[src/verilog/ser_defines.svh]
// bit positions, reset values and sizes of the status event reporting block
`ifndef SER_DEFINES_SVH
`define SER_DEFINES_SVH

// ----------------------------------------------------------------------------
// event status flag positions
// ----------------------------------------------------------------------------
`define SER_ESR_OPC        0
`define SER_ESR_QUERY_ERR  2
`define SER_ESR_DEV_ERR    3
`define SER_ESR_EXEC_ERR   4
`define SER_ESR_CMD_ERR    5
`define SER_ESR_USER_REQ   6
`define SER_ESR_POWER_ON   7
`define SER_ESR_USED       8'hfd
`define SER_ESR_RESET      8'h80

// ----------------------------------------------------------------------------
// operation / questionable state flags
// ----------------------------------------------------------------------------
`define SER_OPER_CAL       0
`define SER_OPER_SWEEP     3
`define SER_OPER_USED      16'h0009
`define SER_QUES_VALUE     16'h0000

// ----------------------------------------------------------------------------
// status byte positions
// ----------------------------------------------------------------------------
`define SER_STB_ERR_AVAIL  2
`define SER_STB_QUES_SUM   3
`define SER_STB_MSG_AVAIL  4
`define SER_STB_EVENT_SUM  5
`define SER_STB_REQ_SUM    6
`define SER_STB_OPER_SUM   7
`define SER_STB_SRQ_BITS   8'h34

// ----------------------------------------------------------------------------
// error queue
// ----------------------------------------------------------------------------
`define SER_EQ_DEPTH       8
`define SER_EQ_AW          3
`define SER_NO_ERROR       16'h0000

`endif

[src/verilog/ser_pkg.sv]
// types shared by the status event reporting block
`include "ser_defines.svh"

package ser_pkg;

  // controller commands reaching the status system
  typedef enum logic [3:0] {
    SER_CMD_NONE       = 4'h0,
    SER_CMD_READ_ESR   = 4'h1,
    SER_CMD_WRITE_ESE  = 4'h2,
    SER_CMD_READ_ESE   = 4'h3,
    SER_CMD_READ_STB   = 4'h4,
    SER_CMD_WRITE_SRE  = 4'h5,
    SER_CMD_READ_SRE   = 4'h6,
    SER_CMD_QUES_COND  = 4'h7,
    SER_CMD_QUES_EVEN  = 4'h8,
    SER_CMD_OPER_COND  = 4'h9,
    SER_CMD_OPER_EVEN  = 4'ha,
    SER_CMD_WRITE_OENA = 4'hb,
    SER_CMD_READ_OENA  = 4'hc,
    SER_CMD_READ_ERR   = 4'hd,
    SER_CMD_CLEAR      = 4'he,
    SER_CMD_OPC        = 4'hf
  } ser_cmd_t;

  // error classes reported by the command processor
  typedef enum logic [1:0] {
    SER_ERR_DEVICE  = 2'h0,
    SER_ERR_EXEC    = 2'h1,
    SER_ERR_COMMAND = 2'h2
  } ser_err_class_t;

  // whole state of the block
  typedef struct packed {
    logic [7:0]                          event_status_flags;
    logic [7:0]                          event_status_enable_mask;
    logic [7:0]                          service_request_enable_mask;
    logic [15:0]                         oper_cond;
    logic [15:0]                         operation_state_flags;
    logic [15:0]                         oper_enable;
    logic                                opc_pending;
    logic                                rsp_valid;
    logic [15:0]                         rsp_data;
    logic                                rsp_no_error;
    logic                                spoll_valid;
    logic [7:0]                          spoll_data;
    logic [7:0]                          status_byte;
    logic                                srq;
    logic [`SER_EQ_DEPTH-1:0][15:0]      eq;
    logic [`SER_EQ_AW-1:0]               eq_wr;
    logic [`SER_EQ_AW-1:0]               eq_rd;
    logic [`SER_EQ_AW:0]                 eq_count;
  } ser_state_t;

endpackage

[src/verilog/ser_status.sv]
// status event reporting: event flags, operation flags, status byte, error queue
//
// Summary of operation
// - event flag rising with its enable bit set raises the event summary bit
// - flag 0 set after operation-complete command once all earlier commands finished
// - flag 2 set on read without query or new command over unread answer
// - flag 3 set on device error; its error code is queued
// - flag 4 set on execution error; its error code is queued
// - flag 5 set on command error; its error code is queued
// - flag 6 set when the instrument goes from remote to local control
// - flag 7 set at power on; flag 1 unused
// - enable mask written and read by command; event flags read by query
// - questionable flags have sixteen positions, none ever reported
// - operation condition shows actions now; event part records them since last read
// - operation bit 0 high throughout calibration
// - operation bit 3 high during any sweep; other bits unused
// - service request raised when status byte bit 2, 4 or 5 set and enabled
// - serial poll returns the same status byte as the status byte query
// - every register query answers with the register's current bit pattern
// - each error appends one entry unless eight are held after that cycle's error read; each error read of a non-empty queue removes exactly one
// - error read on empty queue returns code 0 with no-error indication
// - summary bit is OR over all positions of event AND enable
// - request enable bit 6 has no effect on request generation
`timescale 1ns/1ps
`include "ser_defines.svh"

module ser_status (
  input  wire logic                  core_clk,
  input  wire logic                  rst,
  input  wire logic                  ce,
  // command port from the remote command parser
  input  wire logic                  cmd_valid,
  input  wire ser_pkg::ser_cmd_t     cmd_code,
  input  wire logic [15:0]           cmd_data,
  input  wire logic                  read_req,
  output logic                       rsp_valid,
  output logic [15:0]                rsp_data,
  output logic                       rsp_no_error,
  // serial poll
  input  wire logic                  spoll_req,
  output logic                       spoll_valid,
  output logic [7:0]                 spoll_data,
  // instrument events
  input  wire logic                  exec_idle,
  input  wire logic                  err_valid,
  input  wire ser_pkg::ser_err_class_t err_class,
  input  wire logic [15:0]           err_code,
  input  wire logic                  go_local,
  input  wire logic                  calibrating,
  input  wire logic                  sweeping,
  input  wire logic                  msg_available,
  // status outputs
  output logic [7:0]                 status_byte,
  output logic                       service_request
);

  // --------------------------------------------------------------------------
  // helpers
  // --------------------------------------------------------------------------

  // summary of an event part through its enable part
  function automatic logic summary8(input logic [7:0] ev, input logic [7:0] en);
    summary8 = |(ev & en);
  endfunction

  function automatic logic summary16(input logic [15:0] ev, input logic [15:0] en);
    summary16 = |(ev & en);
  endfunction

  ser_pkg::ser_state_t state_reg;
  ser_pkg::ser_state_t state_next;

  // --------------------------------------------------------------------------
  // next state
  // --------------------------------------------------------------------------

  // one pass: answers and clears first, then hardware sets, so a set wins
  always_comb begin
    logic [15:0]            oper_now;
    logic                   pop;
    logic                   push;
    logic [`SER_EQ_AW:0]    cnt;
    logic [7:0]             stb;
    oper_now   = 16'h0000;
    pop        = 1'b0;
    push       = 1'b0;
    cnt        = 4'h0;
    stb        = 8'h00;
    state_next = state_reg;
    state_next.spoll_valid = 1'b0;

    // controller collects the held answer; reading with none is a query error
    if (read_req) begin
      if (state_reg.rsp_valid) begin
        state_next.rsp_valid = 1'b0;
      end
    end

    // command handling
    if (cmd_valid) begin
      state_next.rsp_valid    = 1'b0; // an uncollected answer is dropped
      state_next.rsp_no_error = 1'b0;
      unique case (cmd_code)
        ser_pkg::SER_CMD_READ_ESR: begin
          state_next.rsp_valid          = 1'b1;
          state_next.rsp_data           = {8'h00, state_reg.event_status_flags};
          state_next.event_status_flags = 8'h00; // reading clears the event part
        end
        ser_pkg::SER_CMD_WRITE_ESE: begin
          state_next.event_status_enable_mask = cmd_data[7:0];
        end
        ser_pkg::SER_CMD_READ_ESE: begin
          state_next.rsp_valid = 1'b1;
          state_next.rsp_data  = {8'h00, state_reg.event_status_enable_mask};
        end
        ser_pkg::SER_CMD_READ_STB: begin
          state_next.rsp_valid = 1'b1;
          state_next.rsp_data  = {8'h00, state_reg.status_byte};
        end
        ser_pkg::SER_CMD_WRITE_SRE: begin
          state_next.service_request_enable_mask = cmd_data[7:0];
        end
        ser_pkg::SER_CMD_READ_SRE: begin
          state_next.rsp_valid = 1'b1;
          state_next.rsp_data  = {8'h00, state_reg.service_request_enable_mask};
        end
        ser_pkg::SER_CMD_QUES_COND,
        ser_pkg::SER_CMD_QUES_EVEN: begin
          state_next.rsp_valid = 1'b1;
          state_next.rsp_data  = `SER_QUES_VALUE;
        end
        ser_pkg::SER_CMD_OPER_COND: begin
          state_next.rsp_valid = 1'b1;
          state_next.rsp_data  = state_reg.oper_cond;
        end
        ser_pkg::SER_CMD_OPER_EVEN: begin
          state_next.rsp_valid             = 1'b1;
          state_next.rsp_data              = state_reg.operation_state_flags;
          state_next.operation_state_flags = 16'h0000;
        end
        ser_pkg::SER_CMD_WRITE_OENA: begin
          state_next.oper_enable = cmd_data;
        end
        ser_pkg::SER_CMD_READ_OENA: begin
          state_next.rsp_valid = 1'b1;
          state_next.rsp_data  = state_reg.oper_enable;
        end
        ser_pkg::SER_CMD_READ_ERR: begin
          state_next.rsp_valid = 1'b1;
          if (state_reg.eq_count != 4'h0) begin
            state_next.rsp_data = state_reg.eq[state_reg.eq_rd];
            pop                 = 1'b1;
          end else begin
            state_next.rsp_data     = `SER_NO_ERROR;
            state_next.rsp_no_error = 1'b1;
          end
        end
        ser_pkg::SER_CMD_CLEAR: begin
          state_next.event_status_flags    = 8'h00;
          state_next.operation_state_flags = 16'h0000;
          state_next.eq_wr                 = 3'h0;
          state_next.eq_rd                 = 3'h0;
          state_next.eq_count              = 4'h0;
          state_next.opc_pending           = 1'b0;
        end
        ser_pkg::SER_CMD_OPC: begin
          state_next.opc_pending = 1'b1;
        end
        default: begin
          state_next.rsp_valid = state_reg.rsp_valid & ~read_req;
        end
      endcase
    end

    // ------------------------------------------------------------------------
    // hardware sets, after every clear above
    // ------------------------------------------------------------------------

    // query error: read with nothing held, or new command over an unread answer
    if ((read_req && !state_reg.rsp_valid) ||
        (cmd_valid && state_reg.rsp_valid && !read_req)) begin
      state_next.event_status_flags[`SER_ESR_QUERY_ERR] = 1'b1;
    end

    // operation complete once all earlier commands have finished
    if (state_next.opc_pending && exec_idle) begin
      state_next.event_status_flags[`SER_ESR_OPC] = 1'b1;
      state_next.opc_pending                      = 1'b0;
    end

    // error classes set their flag and queue the code
    if (err_valid) begin
      push = 1'b1;
      unique case (err_class)
        ser_pkg::SER_ERR_DEVICE:
          state_next.event_status_flags[`SER_ESR_DEV_ERR] = 1'b1;
        ser_pkg::SER_ERR_EXEC:
          state_next.event_status_flags[`SER_ESR_EXEC_ERR] = 1'b1;
        ser_pkg::SER_ERR_COMMAND:
          state_next.event_status_flags[`SER_ESR_CMD_ERR] = 1'b1;
        default:
          state_next.event_status_flags[`SER_ESR_DEV_ERR] = 1'b1;
      endcase
    end

    // remote to local changeover
    if (go_local) begin
      state_next.event_status_flags[`SER_ESR_USER_REQ] = 1'b1;
    end

    // error queue: pop then push; a full queue drops the newest error
    cnt = state_next.eq_count;
    if (pop) begin
      state_next.eq_rd = state_reg.eq_rd + 3'h1;
      cnt              = cnt - 4'h1;
    end
    if (push && (cnt != `SER_EQ_DEPTH)) begin
      state_next.eq[state_next.eq_wr] = err_code;
      state_next.eq_wr                = state_next.eq_wr + 3'h1;
      cnt                             = cnt + 4'h1;
    end
    state_next.eq_count = cnt;

    // operation condition follows the instrument, event part latches rises
    oper_now[`SER_OPER_CAL]   = calibrating;
    oper_now[`SER_OPER_SWEEP] = sweeping;
    oper_now                  = oper_now & `SER_OPER_USED;
    state_next.oper_cond      = oper_now;
    state_next.operation_state_flags = state_next.operation_state_flags
                                     | (oper_now & ~state_reg.oper_cond);

    // unused event flag positions never hold a one
    state_next.event_status_flags = state_next.event_status_flags & `SER_ESR_USED;

    // status byte built from the next state so it tracks without lag
    stb[`SER_STB_ERR_AVAIL] = (cnt != 4'h0);
    stb[`SER_STB_QUES_SUM]  = summary16(`SER_QUES_VALUE, 16'hffff);
    stb[`SER_STB_MSG_AVAIL] = msg_available;
    stb[`SER_STB_EVENT_SUM] = summary8(state_next.event_status_flags,
                                       state_next.event_status_enable_mask);
    stb[`SER_STB_OPER_SUM]  = summary16(state_next.operation_state_flags,
                                        state_next.oper_enable);
    // enable bit 6 is masked out since that position is the summary itself
    state_next.srq = summary8(stb, state_next.service_request_enable_mask
                                   & `SER_STB_SRQ_BITS);
    stb[`SER_STB_REQ_SUM]  = state_next.srq;
    state_next.status_byte = stb;

    // serial poll shows the same byte as the status byte query
    if (spoll_req) begin
      state_next.spoll_valid = 1'b1;
      state_next.spoll_data  = state_reg.status_byte;
    end
  end

  // --------------------------------------------------------------------------
  // state register
  // --------------------------------------------------------------------------

  // reset stands for power on, hence the power-on flag comes up set
  always_ff @(posedge core_clk) begin
    if (rst) begin
      state_reg                    <= '0;
      state_reg.event_status_flags <= `SER_ESR_RESET;
    end else if (ce) begin
      state_reg <= state_next;
    end
  end

  // outputs straight from the state register
  assign rsp_valid       = state_reg.rsp_valid;
  assign rsp_data        = state_reg.rsp_data;
  assign rsp_no_error    = state_reg.rsp_no_error;
  assign spoll_valid     = state_reg.spoll_valid;
  assign spoll_data      = state_reg.spoll_data;
  assign status_byte     = state_reg.status_byte;
  assign service_request = state_reg.srq;

endmodule // ser_status

[config.mk]
export PLATFORM = sky130hd
export DESIGN_NAME = ser_status
export DESIGN_NICKNAME = d
export VERILOG_FILES = /design/src/verilog/ser_pkg.sv /design/src/verilog/ser_status.sv
export VERILOG_INCLUDE_DIRS = /design/src /design/src/verilog
export SDC_FILE = /design/constraint.sdc
export NUM_CORES = 1
export LEC_CHECK = 0
export ABC_AREA = 1
export BUFFER_PORTS_ARGS = -buffer_cell sky130_fd_sc_hd__buf_2
export CAP_MARGIN = 20
export CORE_MARGIN = 3
export CORE_UTILIZATION = 45
export DETAILED_ROUTE_END_ITERATION = 10
export HOLD_SLACK_MARGIN = 0.08
export PLACE_DENSITY = 0.65
export SLEW_MARGIN = 15
export SYNTH_ARGS = -nofsm -noshare
export SYNTH_HDL_FRONTEND = slang
export SYNTH_SLANG_ARGS = --single-unit
[constraint.sdc]
create_clock -name core_clk -period 3 [get_ports core_clk]
set_clock_uncertainty 0.1 [all_clocks]
set_input_delay 0.6 -clock core_clk [delete_from_list [all_inputs] [get_ports core_clk]]
set_output_delay 0.6 -clock core_clk [all_outputs]
set_load 0.02 [all_outputs]
==> out/metrics.yaml, run 1 <==
postRouteAntennaNets: 0
ctsResizeCount: 0
cpLargestDelayFamily: "simple AND/OR/NAND/NOR gates"
wl_per_cell_um: 16.6
async_flop_share_pct: 0
grt_pass1_vias: 9420
fin_crit_sh_pct: 89.6
grt_max_degree: 81
globalplace.congestion: 0.895
irDropWorstVdd_v: 0.000497
rr_worst_depth: 19
worst_slack_ns: 0.311
htree_levels: 1
synth_seq_cells: 225
min-delay-path-class: "in -> reg"
drt_iter0_markers: 744
power.switching_uw: 1700
yosysWarnings: 0
netlist_instances: 1530
worstSetupPathDepth: 19
setup_tns_ns: 0
vias: 10100
crit_chain: "nor2_1, nand2_1, nand3_2, inv_1, nand2_1, nand2_1, nand2_1, inv_1, ha_1, inv_1, nor2_1, nand3_2, nand2_2, nor2_8, inv_4, nor2_8, nand2_2, nand2_1, a21oi_1"
std_cell_rows: 55
drc: 0
status: "completed"
routed_via_density: 5.32
p_per_area_mw_per_mm2: 553
largest_reg_flops: 196
p_leak_uw: 0.00500
p_comb_share_pct: 9.6
postCtsHoldBufs: 0
cp_slowest_cell: "dfxtp_1"
path_class: "reg -> reg"
synth_edf_count: 0
crit_fanout: 16
ys_types: 41
cts_made_buffers: 26
finalCriticalPeriod_ns: 2.69
grt_pass1_wl_um: 50100
worst-path-buf-inv: 4
max_stage_delay_ns: 0.34
dpl.hpwl_um: 21100
firstDrtPassIters: 5
grt-ovfl-total: 0
slew_headroom_pct: 35.8
max_cap_violations: 0
arrival_ns: 2.95
dieArea_mm2: 0.0256
cts.path.max_buffers: 3
die_h_um: 160
root_buffer: "clkbuf_16"
worst_slew_pin_slew_ns: 0.964
initial_utilization_pct: 46.5
r2r_slack_ns: 0.31
dieWidth_um: 160
swShare_pct: 25.1
grtUsageTotal_pct: 23.7
antenna_found_initial: 0
syn_to_final_growth_pct: 14.2
finalHoldViolCount: 0
syn_area_mm2: 0.0107
hp-start: "exec_idle"
rsz0062_at_grt: "false"
startpoint: "state_reg[0]"
fin_nets: 1626
r2r_start: "state_reg[0]"
crit_top_cell: "nand2_1"
worstSkewPairLatency_ns: 0.53
coreArea_mm2: 0.0230
io_pins: 86
finalPower_uw: 6750
wirelength_um: 31600
fmax_ghz: 0.372
required_ns: 3.26
reg2reg_to: "state_reg[63]"
intPower_uw: 5060
crit_path_start_kind: "flip-flop"
maxSlewViolCount: 0
drive_above_1_share_pct: 11.8
critPathCapture: "state_reg[63]"
yosysSeqAreaShare_pct: 42.2
p_seq_share_pct: 46.2
diodes: 0
tritoncts: "done"
synth_flop_cell: "dfxtp_1"
cts.sinks: 225
finalSetupViolCount: 0
crit_path_end_kind: "flip-flop"
clkPwrFrac_pct: 44.2
portBuffers: 79
place_ws_ns: -0.0500
postCtsSetupRepairBufs: 0
clk_pin_slew_ns: 0.06
avgSynthCellArea_um2: 6.98
[worst min-delay path by stage]
stage | endpoint | depth (start not counted)
6_report | state_reg[174] | 3
3_3_place_gp | state_reg[81] | 2
2_1_floorplan | state_reg[20] | 2
3_5_place_dp | state_reg[22] | 2
5_1_grt | state_reg[174] | 3
4_1_cts | state_reg[174] | 3
[synth_stat cells, types with 2 or more instances]
cell type	instances	share of area (%)
a21oi_1	274	13
o21ai_0	233	11
inv_1	227	8.0
dfxtp_1	225	42
nand2_1	182	6.4
nand3_1	114	5.3
clkbuf_1	73	2.6
nor2_1	56	2.0
buf_4	38	2.7
o211ai_1	16	1.1
buf_2	10	0.47
o21ai_1	9	0.42
o22ai_1	9	0.53
buf_1	6	0.21
ha_1	6	0.70
nand2_2	6	0.35
nand4_1	6	0.35
a211oi_1	4	0.28
clkinv_1	3	0.11
o41ai_1	3	0.25
inv_2	2	0.070
mux2_2	2	0.21
mux2i_1	2	0.19
nand3_2	2	0.19
nand3b_1	2	0.14
nor2_8	2	0.37
nor3_1	2	0.094
o2111ai_1	2	0.16
o21bai_1	2	0.14
[per-layer routing]
metal | GRT usage (%) | wire, um | vias up
met3 | 2.91 | 1590 | 59
met4 | 6.19 | 836 | 0
met5 | 0 | 0 | -
met2 | 41.6 | 15200 | 305
li1 | - | - | 5095
met1 | 30.9 | 13900 | 4663
[layout by cell type (no fill, tap or decap), types with 2 or more instances in the layout]
cell type / netlist / final
a211oi_1: 4 / 4
a21oi_1: 274 / 274
buf_12: 0 / 10
buf_2: 10 / 79
buf_4: 38 / 45
clkbuf_1: 73 / 12
clkbuf_16: 0 / 27
clkbuf_8: 0 / 5
clkinv_1: 3 / 2
clkinv_2: 0 / 3
conb_1: 1 / 6
dfxtp_1: 225 / 224
ha_1: 6 / 6
inv_1: 227 / 227
inv_2: 2 / 2
mux2_2: 2 / 2
mux2i_1: 2 / 2
nand2_1: 182 / 182
nand2_2: 6 / 6
nand3_1: 114 / 114
nand3_2: 2 / 2
nand3b_1: 2 / 2
nand4_1: 6 / 6
nor2_1: 56 / 56
nor2_8: 2 / 2
nor3_1: 2 / 2
o2111ai_1: 2 / 2
o211ai_1: 16 / 16
o21ai_0: 233 / 233
o21ai_1: 9 / 9
o21bai_1: 2 / 2
o22ai_1: 9 / 9
o41ai_1: 3 / 3
[kinds of logic (layout without fill, tap and decap cells)]
| family | after synthesis | in the layout | share of synthesized area, % |
|---|---|---|---|
| AO/OA/AOI/OAI | 559 | 559 | 27.2 |
| AND/OR/NAND/NOR | 374 | 374 | 15.3 |
| buffers and inverters | 360 | 413 | 14.1 |
| flip-flops | 225 | 225 | 42.2 |
| adder cells (fa/ha/maj) | 6 | 6 | 0.703 |
| multiplexers | 4 | 4 | 0.398 |
| other | 1 | 6 | 0.0351 |
| XOR/XNOR | 1 | 1 | 0.0820 |
[metrics by stage]
| stage | util (%) | hold slack, ns | cell area (um2) | cells |
|---|---|---|---|---|
| after floorplan | - | 0.320 | 10700 | 1535 |
| after global placement | 49.6 | 0.327 | 11400 | 1855 |
| after detailed placement | 49.6 | 0.331 | 11400 | 1855 |
| after CTS | 53.1 | 0.237 | 12200 | 1901 |
| after global routing | 53.1 | 0.250 | 12200 | 1901 |
| final | 53.1 | 0.252 | 12200 | 1901 |
[power by group through the flow]
stage	clock, uW	combinational (uW)	sequential [uW]
2_1_floorplan	0	429	3170
3_3_place_gp	0	636	3180
3_5_place_dp	0	644	3180
4_1_cts	3040	647	3120
5_1_grt	3160	723	3130
6_report	2990	648	3120
[cell type report]
| type | instances | area [um2] |
|---|---|---|
| sequential | 225 | 4510 |
| timing repair buffer | 134 | 933 |
| tap | 313 | 392 |
| fill | 2347 | 10800 |
| clock inverter | 2 | 10.0 |
| inverter | 233 | 878 |
| multi-input combinational | 950 | 4690 |
| clock buffer | 44 | 790 |
[worst register-to-register path, stage by stage (launching register included)]
cell and delay (ns):
dfxtp_1 0.34, nor2_1 0.20, nand2_1 0.12, nand3_2 0.12, inv_1 0.06, nand2_1 0.07
nand2_1 0.05, nand2_1 0.07, inv_1 0.06, ha_1 0.18, inv_1 0.05, nor2_1 0.05
nand3_2 0.08, nand2_2 0.11, nor2_8 0.16, inv_4 0.07, nor2_8 0.13, nand2_2 0.28
nand2_1 0.15, a21oi_1 0.07
Note: power is estimated with default switching activity, not from simulation.
==> inputs of run 2 (changes only) <==
--- a/config.mk
+++ b/config.mk
@@ -9,11 +9,13 @@
 export ABC_AREA = 1
 export BUFFER_PORTS_ARGS = -buffer_cell sky130_fd_sc_hd__buf_2
 export CAP_MARGIN = 20
+export CELL_PAD_IN_SITES_DETAIL_PLACEMENT = 0
+export CELL_PAD_IN_SITES_GLOBAL_PLACEMENT = 2
 export CORE_MARGIN = 3
-export CORE_UTILIZATION = 45
+export CORE_UTILIZATION = 31
 export DETAILED_ROUTE_END_ITERATION = 10
 export HOLD_SLACK_MARGIN = 0.08
-export PLACE_DENSITY = 0.65
+export PLACE_DENSITY_LB_ADDON = 0.1
 export SLEW_MARGIN = 15
 export SYNTH_ARGS = -nofsm -noshare
 export SYNTH_HDL_FRONTEND = slang
==> out/metrics.yaml, run 2 (synthesis gave the netlist of run 1 again) <==
r2r_slack_ns: 0.31  # about the same
dieArea_mm2: 0.0367  # +43%
worstSetupPathDepth: 19  # unchanged
irDropWorstVdd_v: 0.000384  # -23%
wl_per_cell_um: 17.9  # +7.7%
max_stage_delay_ns: 0.34  # about the same
die_h_um: 192  # +20%
finalSetupViolCount: 0  # unchanged
min-delay-path-class: "in -> reg"
syn_to_final_growth_pct: 18.1
worst-path-buf-inv: 4  # unchanged
coreArea_mm2: 0.0338  # +47%
cts.sinks: 225  # unchanged
layout_commonest_cell: "a21oi_1"
finalPower_uw: 7160  # +6.0%
initial_utilization_pct: 31.6  # -15 points
path_class: "reg -> reg"
cts_made_buffers: 28  # +7.7%
postRouteAntennaNets: 0  # unchanged
largest_reg_flops: 196  # unchanged
tritoncts: "done"
rr_worst_depth: 19  # unchanged
postCtsHoldBufs: 0  # unchanged
setup_tns_ns: 0  # unchanged
fin_crit_sh_pct: 89.8  # +0.15 points
worst_slew_pin_slew_ns: 0.672  # -0.291 ns
crit_top_cell: "nand2_1"
grtUsageTotal_pct: 20.0  # -3.7 points
required_ns: 3.32  # +0.06 ns
worstSkewPairLatency_ns: 0.55  # +0.02 ns
root_buffer: "clkbuf_16"
grt_max_degree: 67  # -17%
crit_path_end_kind: "flip-flop"
cts.path.max_buffers: 3  # unchanged
wirelength_um: 36800  # +17%
grt-ovfl-total: 0  # unchanged
arrival_ns: 3.01  # +0.06 ns
p_leak_uw: 0.00517  # +3.3%
fin_nets: 1645  # +1.2%
reg2reg_to: "state_reg[122]"
fillerInstances: 3658  # +56%
clk_pin_slew_ns: 0.06  # about the same
diodes: 0  # unchanged
drive_above_1_share_pct: 13.4  # +1.6 points
status: "completed"
antenna_found_initial: 1  # +1
rsz0062_at_grt: "false"
io_pins: 86  # unchanged
cp_slowest_cell: "dfxtp_1"
max_cap_violations: 0  # unchanged
grt_pass1_wl_um: 56900  # +13%
crit_chain: "nor2_1, nand2_1, nand3_2, inv_1, nand2_1, nand2_1, nand2_1, inv_1, ha_1, inv_1, nor2_1, nand3_2, nand2_2, nor2_8, inv_4, nor2_8, nand2_2, nand2_1, a21oi_1"
grt_pass1_vias: 9466  # +0.49%
std_cell_rows: 67  # +22%
finalCriticalPeriod_ns: 2.69  # +0.00443 ns
routed_via_density: 4.77  # -10%
maxSlewViolCount: 0  # unchanged
firstDrtPassIters: 4  # -1
crit_fanout: 16  # unchanged
hp-start: "sweeping"
dpl.hpwl_um: 25000  # +18%
fmax_ghz: 0.371  # -0.16%
finalHoldViolCount: 0  # unchanged
cpLargestDelayFamily: "simple AND/OR/NAND/NOR gates"
fin_cells: 2059  # +8.3%
drc: 0  # unchanged
holdPathStages: 3  # unchanged
drt_iter0_markers: 538  # -28%
vias: 9831  # -2.9%
p_per_area_mw_per_mm2: 567  # +2.5%
slew_headroom_pct: 55.1  # +19 points
holdWs_ns: 0.247  # -0.00504 ns
final_cell_mix: "274 x a21oi_1, 233 x o21ai_0, 226 x inv_1"
r2r_start: "state_reg[0]"
dieWidth_um: 192  # +20%
globalplace.congestion: 0.776  # -13%
portBuffers: 79  # unchanged
place_inst: 2007  # +8.2%
hold_end: "state_reg[210]"
postCtsSetupRepairBufs: 0  # unchanged
crit_path_start_kind: "flip-flop"
htree_levels: 1  # unchanged
==> run 2: changes by cell type in the layout (fill, tap and decap cells not counted) <==
cell and change:
clkbuf_16 +1, clkinv_2 +6, clkinv_8 +1, buf_4 +17, clkbuf_8 +3, nand2_2 -1
nand2_4 +1, bufinv_16 +1, clkbuf_1 -6, inv_1 -1, clkinv_1 +1
==> run 2: where the power goes <==
| part | total [uW] | switching [uW] | internal (uW) | leakage [uW] |
|---|---|---|---|---|
| clock | 3360 | 1360 | 2000 | 0.000462 |
| sequential | 3110 | 39.8 | 3070 | 0.00183 |
| combinational | 684 | 462 | 222 | 0.00288 |
| total | 7160 | 1860 | 5290 | 0.00517 |
==> run 2: final cells by class <==
cell class              count  area (um2)  area share (%)
clock buffers              42         833            6.60
clock inverters            10        86.3           0.684
inverters                 233         878            6.96
multi-input cells         950        4690            37.2
flip-flops and latches    225        4510            35.7
well taps                 448         561            4.44
repair buffers            151        1060            8.41
==> run 2: per-layer routing <==
| layer | up-vias | track usage, % | routed length [um] |
|---|---|---|---|
| li1 | 5154 | - | - |
| met1 | 4508 | 26.5 | 17200 |
| met2 | 125 | 35.2 | 17900 |
| met3 | 42 | 2.54 | 1190 |
| met4 | 2 | 3.78 | 523 |
| met5 | - | 0 | 13 |
==> run 2: worst register-to-register path: cells and delay by family, from the launching register on <==
kind	cells	cell delay, ns
AO/OA/AOI/OAI	1	0.07
AND/OR/NAND/NOR	13	1.64
buffers and inverters	4	0.24
flip-flops	1	0.34
adder cells (fa/ha/maj)	1	0.18
==> run 2: stage by stage <==
stage,worst slack (ns),cell area (um2),util [%]
after floorplan,0.122,10700,-
after global placement,-0.0149,11700,34.6
after detailed placement,-0.113,11700,34.6
after CTS,0.261,12600,37.3
after global routing,0.0157,12600,37.4
final,0.307,12600,37.4
==> run 2: worst max-delay path by stage <==
stage	startpoint	end	slack, ns
6_report	state_reg[0]	state_reg[122]	0.31
5_1_grt	state_reg[0]	state_reg[132]	0.02
4_1_cts	state_reg[0]	state_reg[64]	0.26
3_5_place_dp	cmd_code[1]	state_reg[64]	-0.11
3_3_place_gp	cmd_code[1]	state_reg[68]	-0.01
2_1_floorplan	cmd_code[1]	state_reg[103]	0.12
==> run 2: timing repair <==
action,CTS,global route
endpoints found under the setup margin,0,8
endpoints found under the hold margin,0,0
resized for setup,0,1
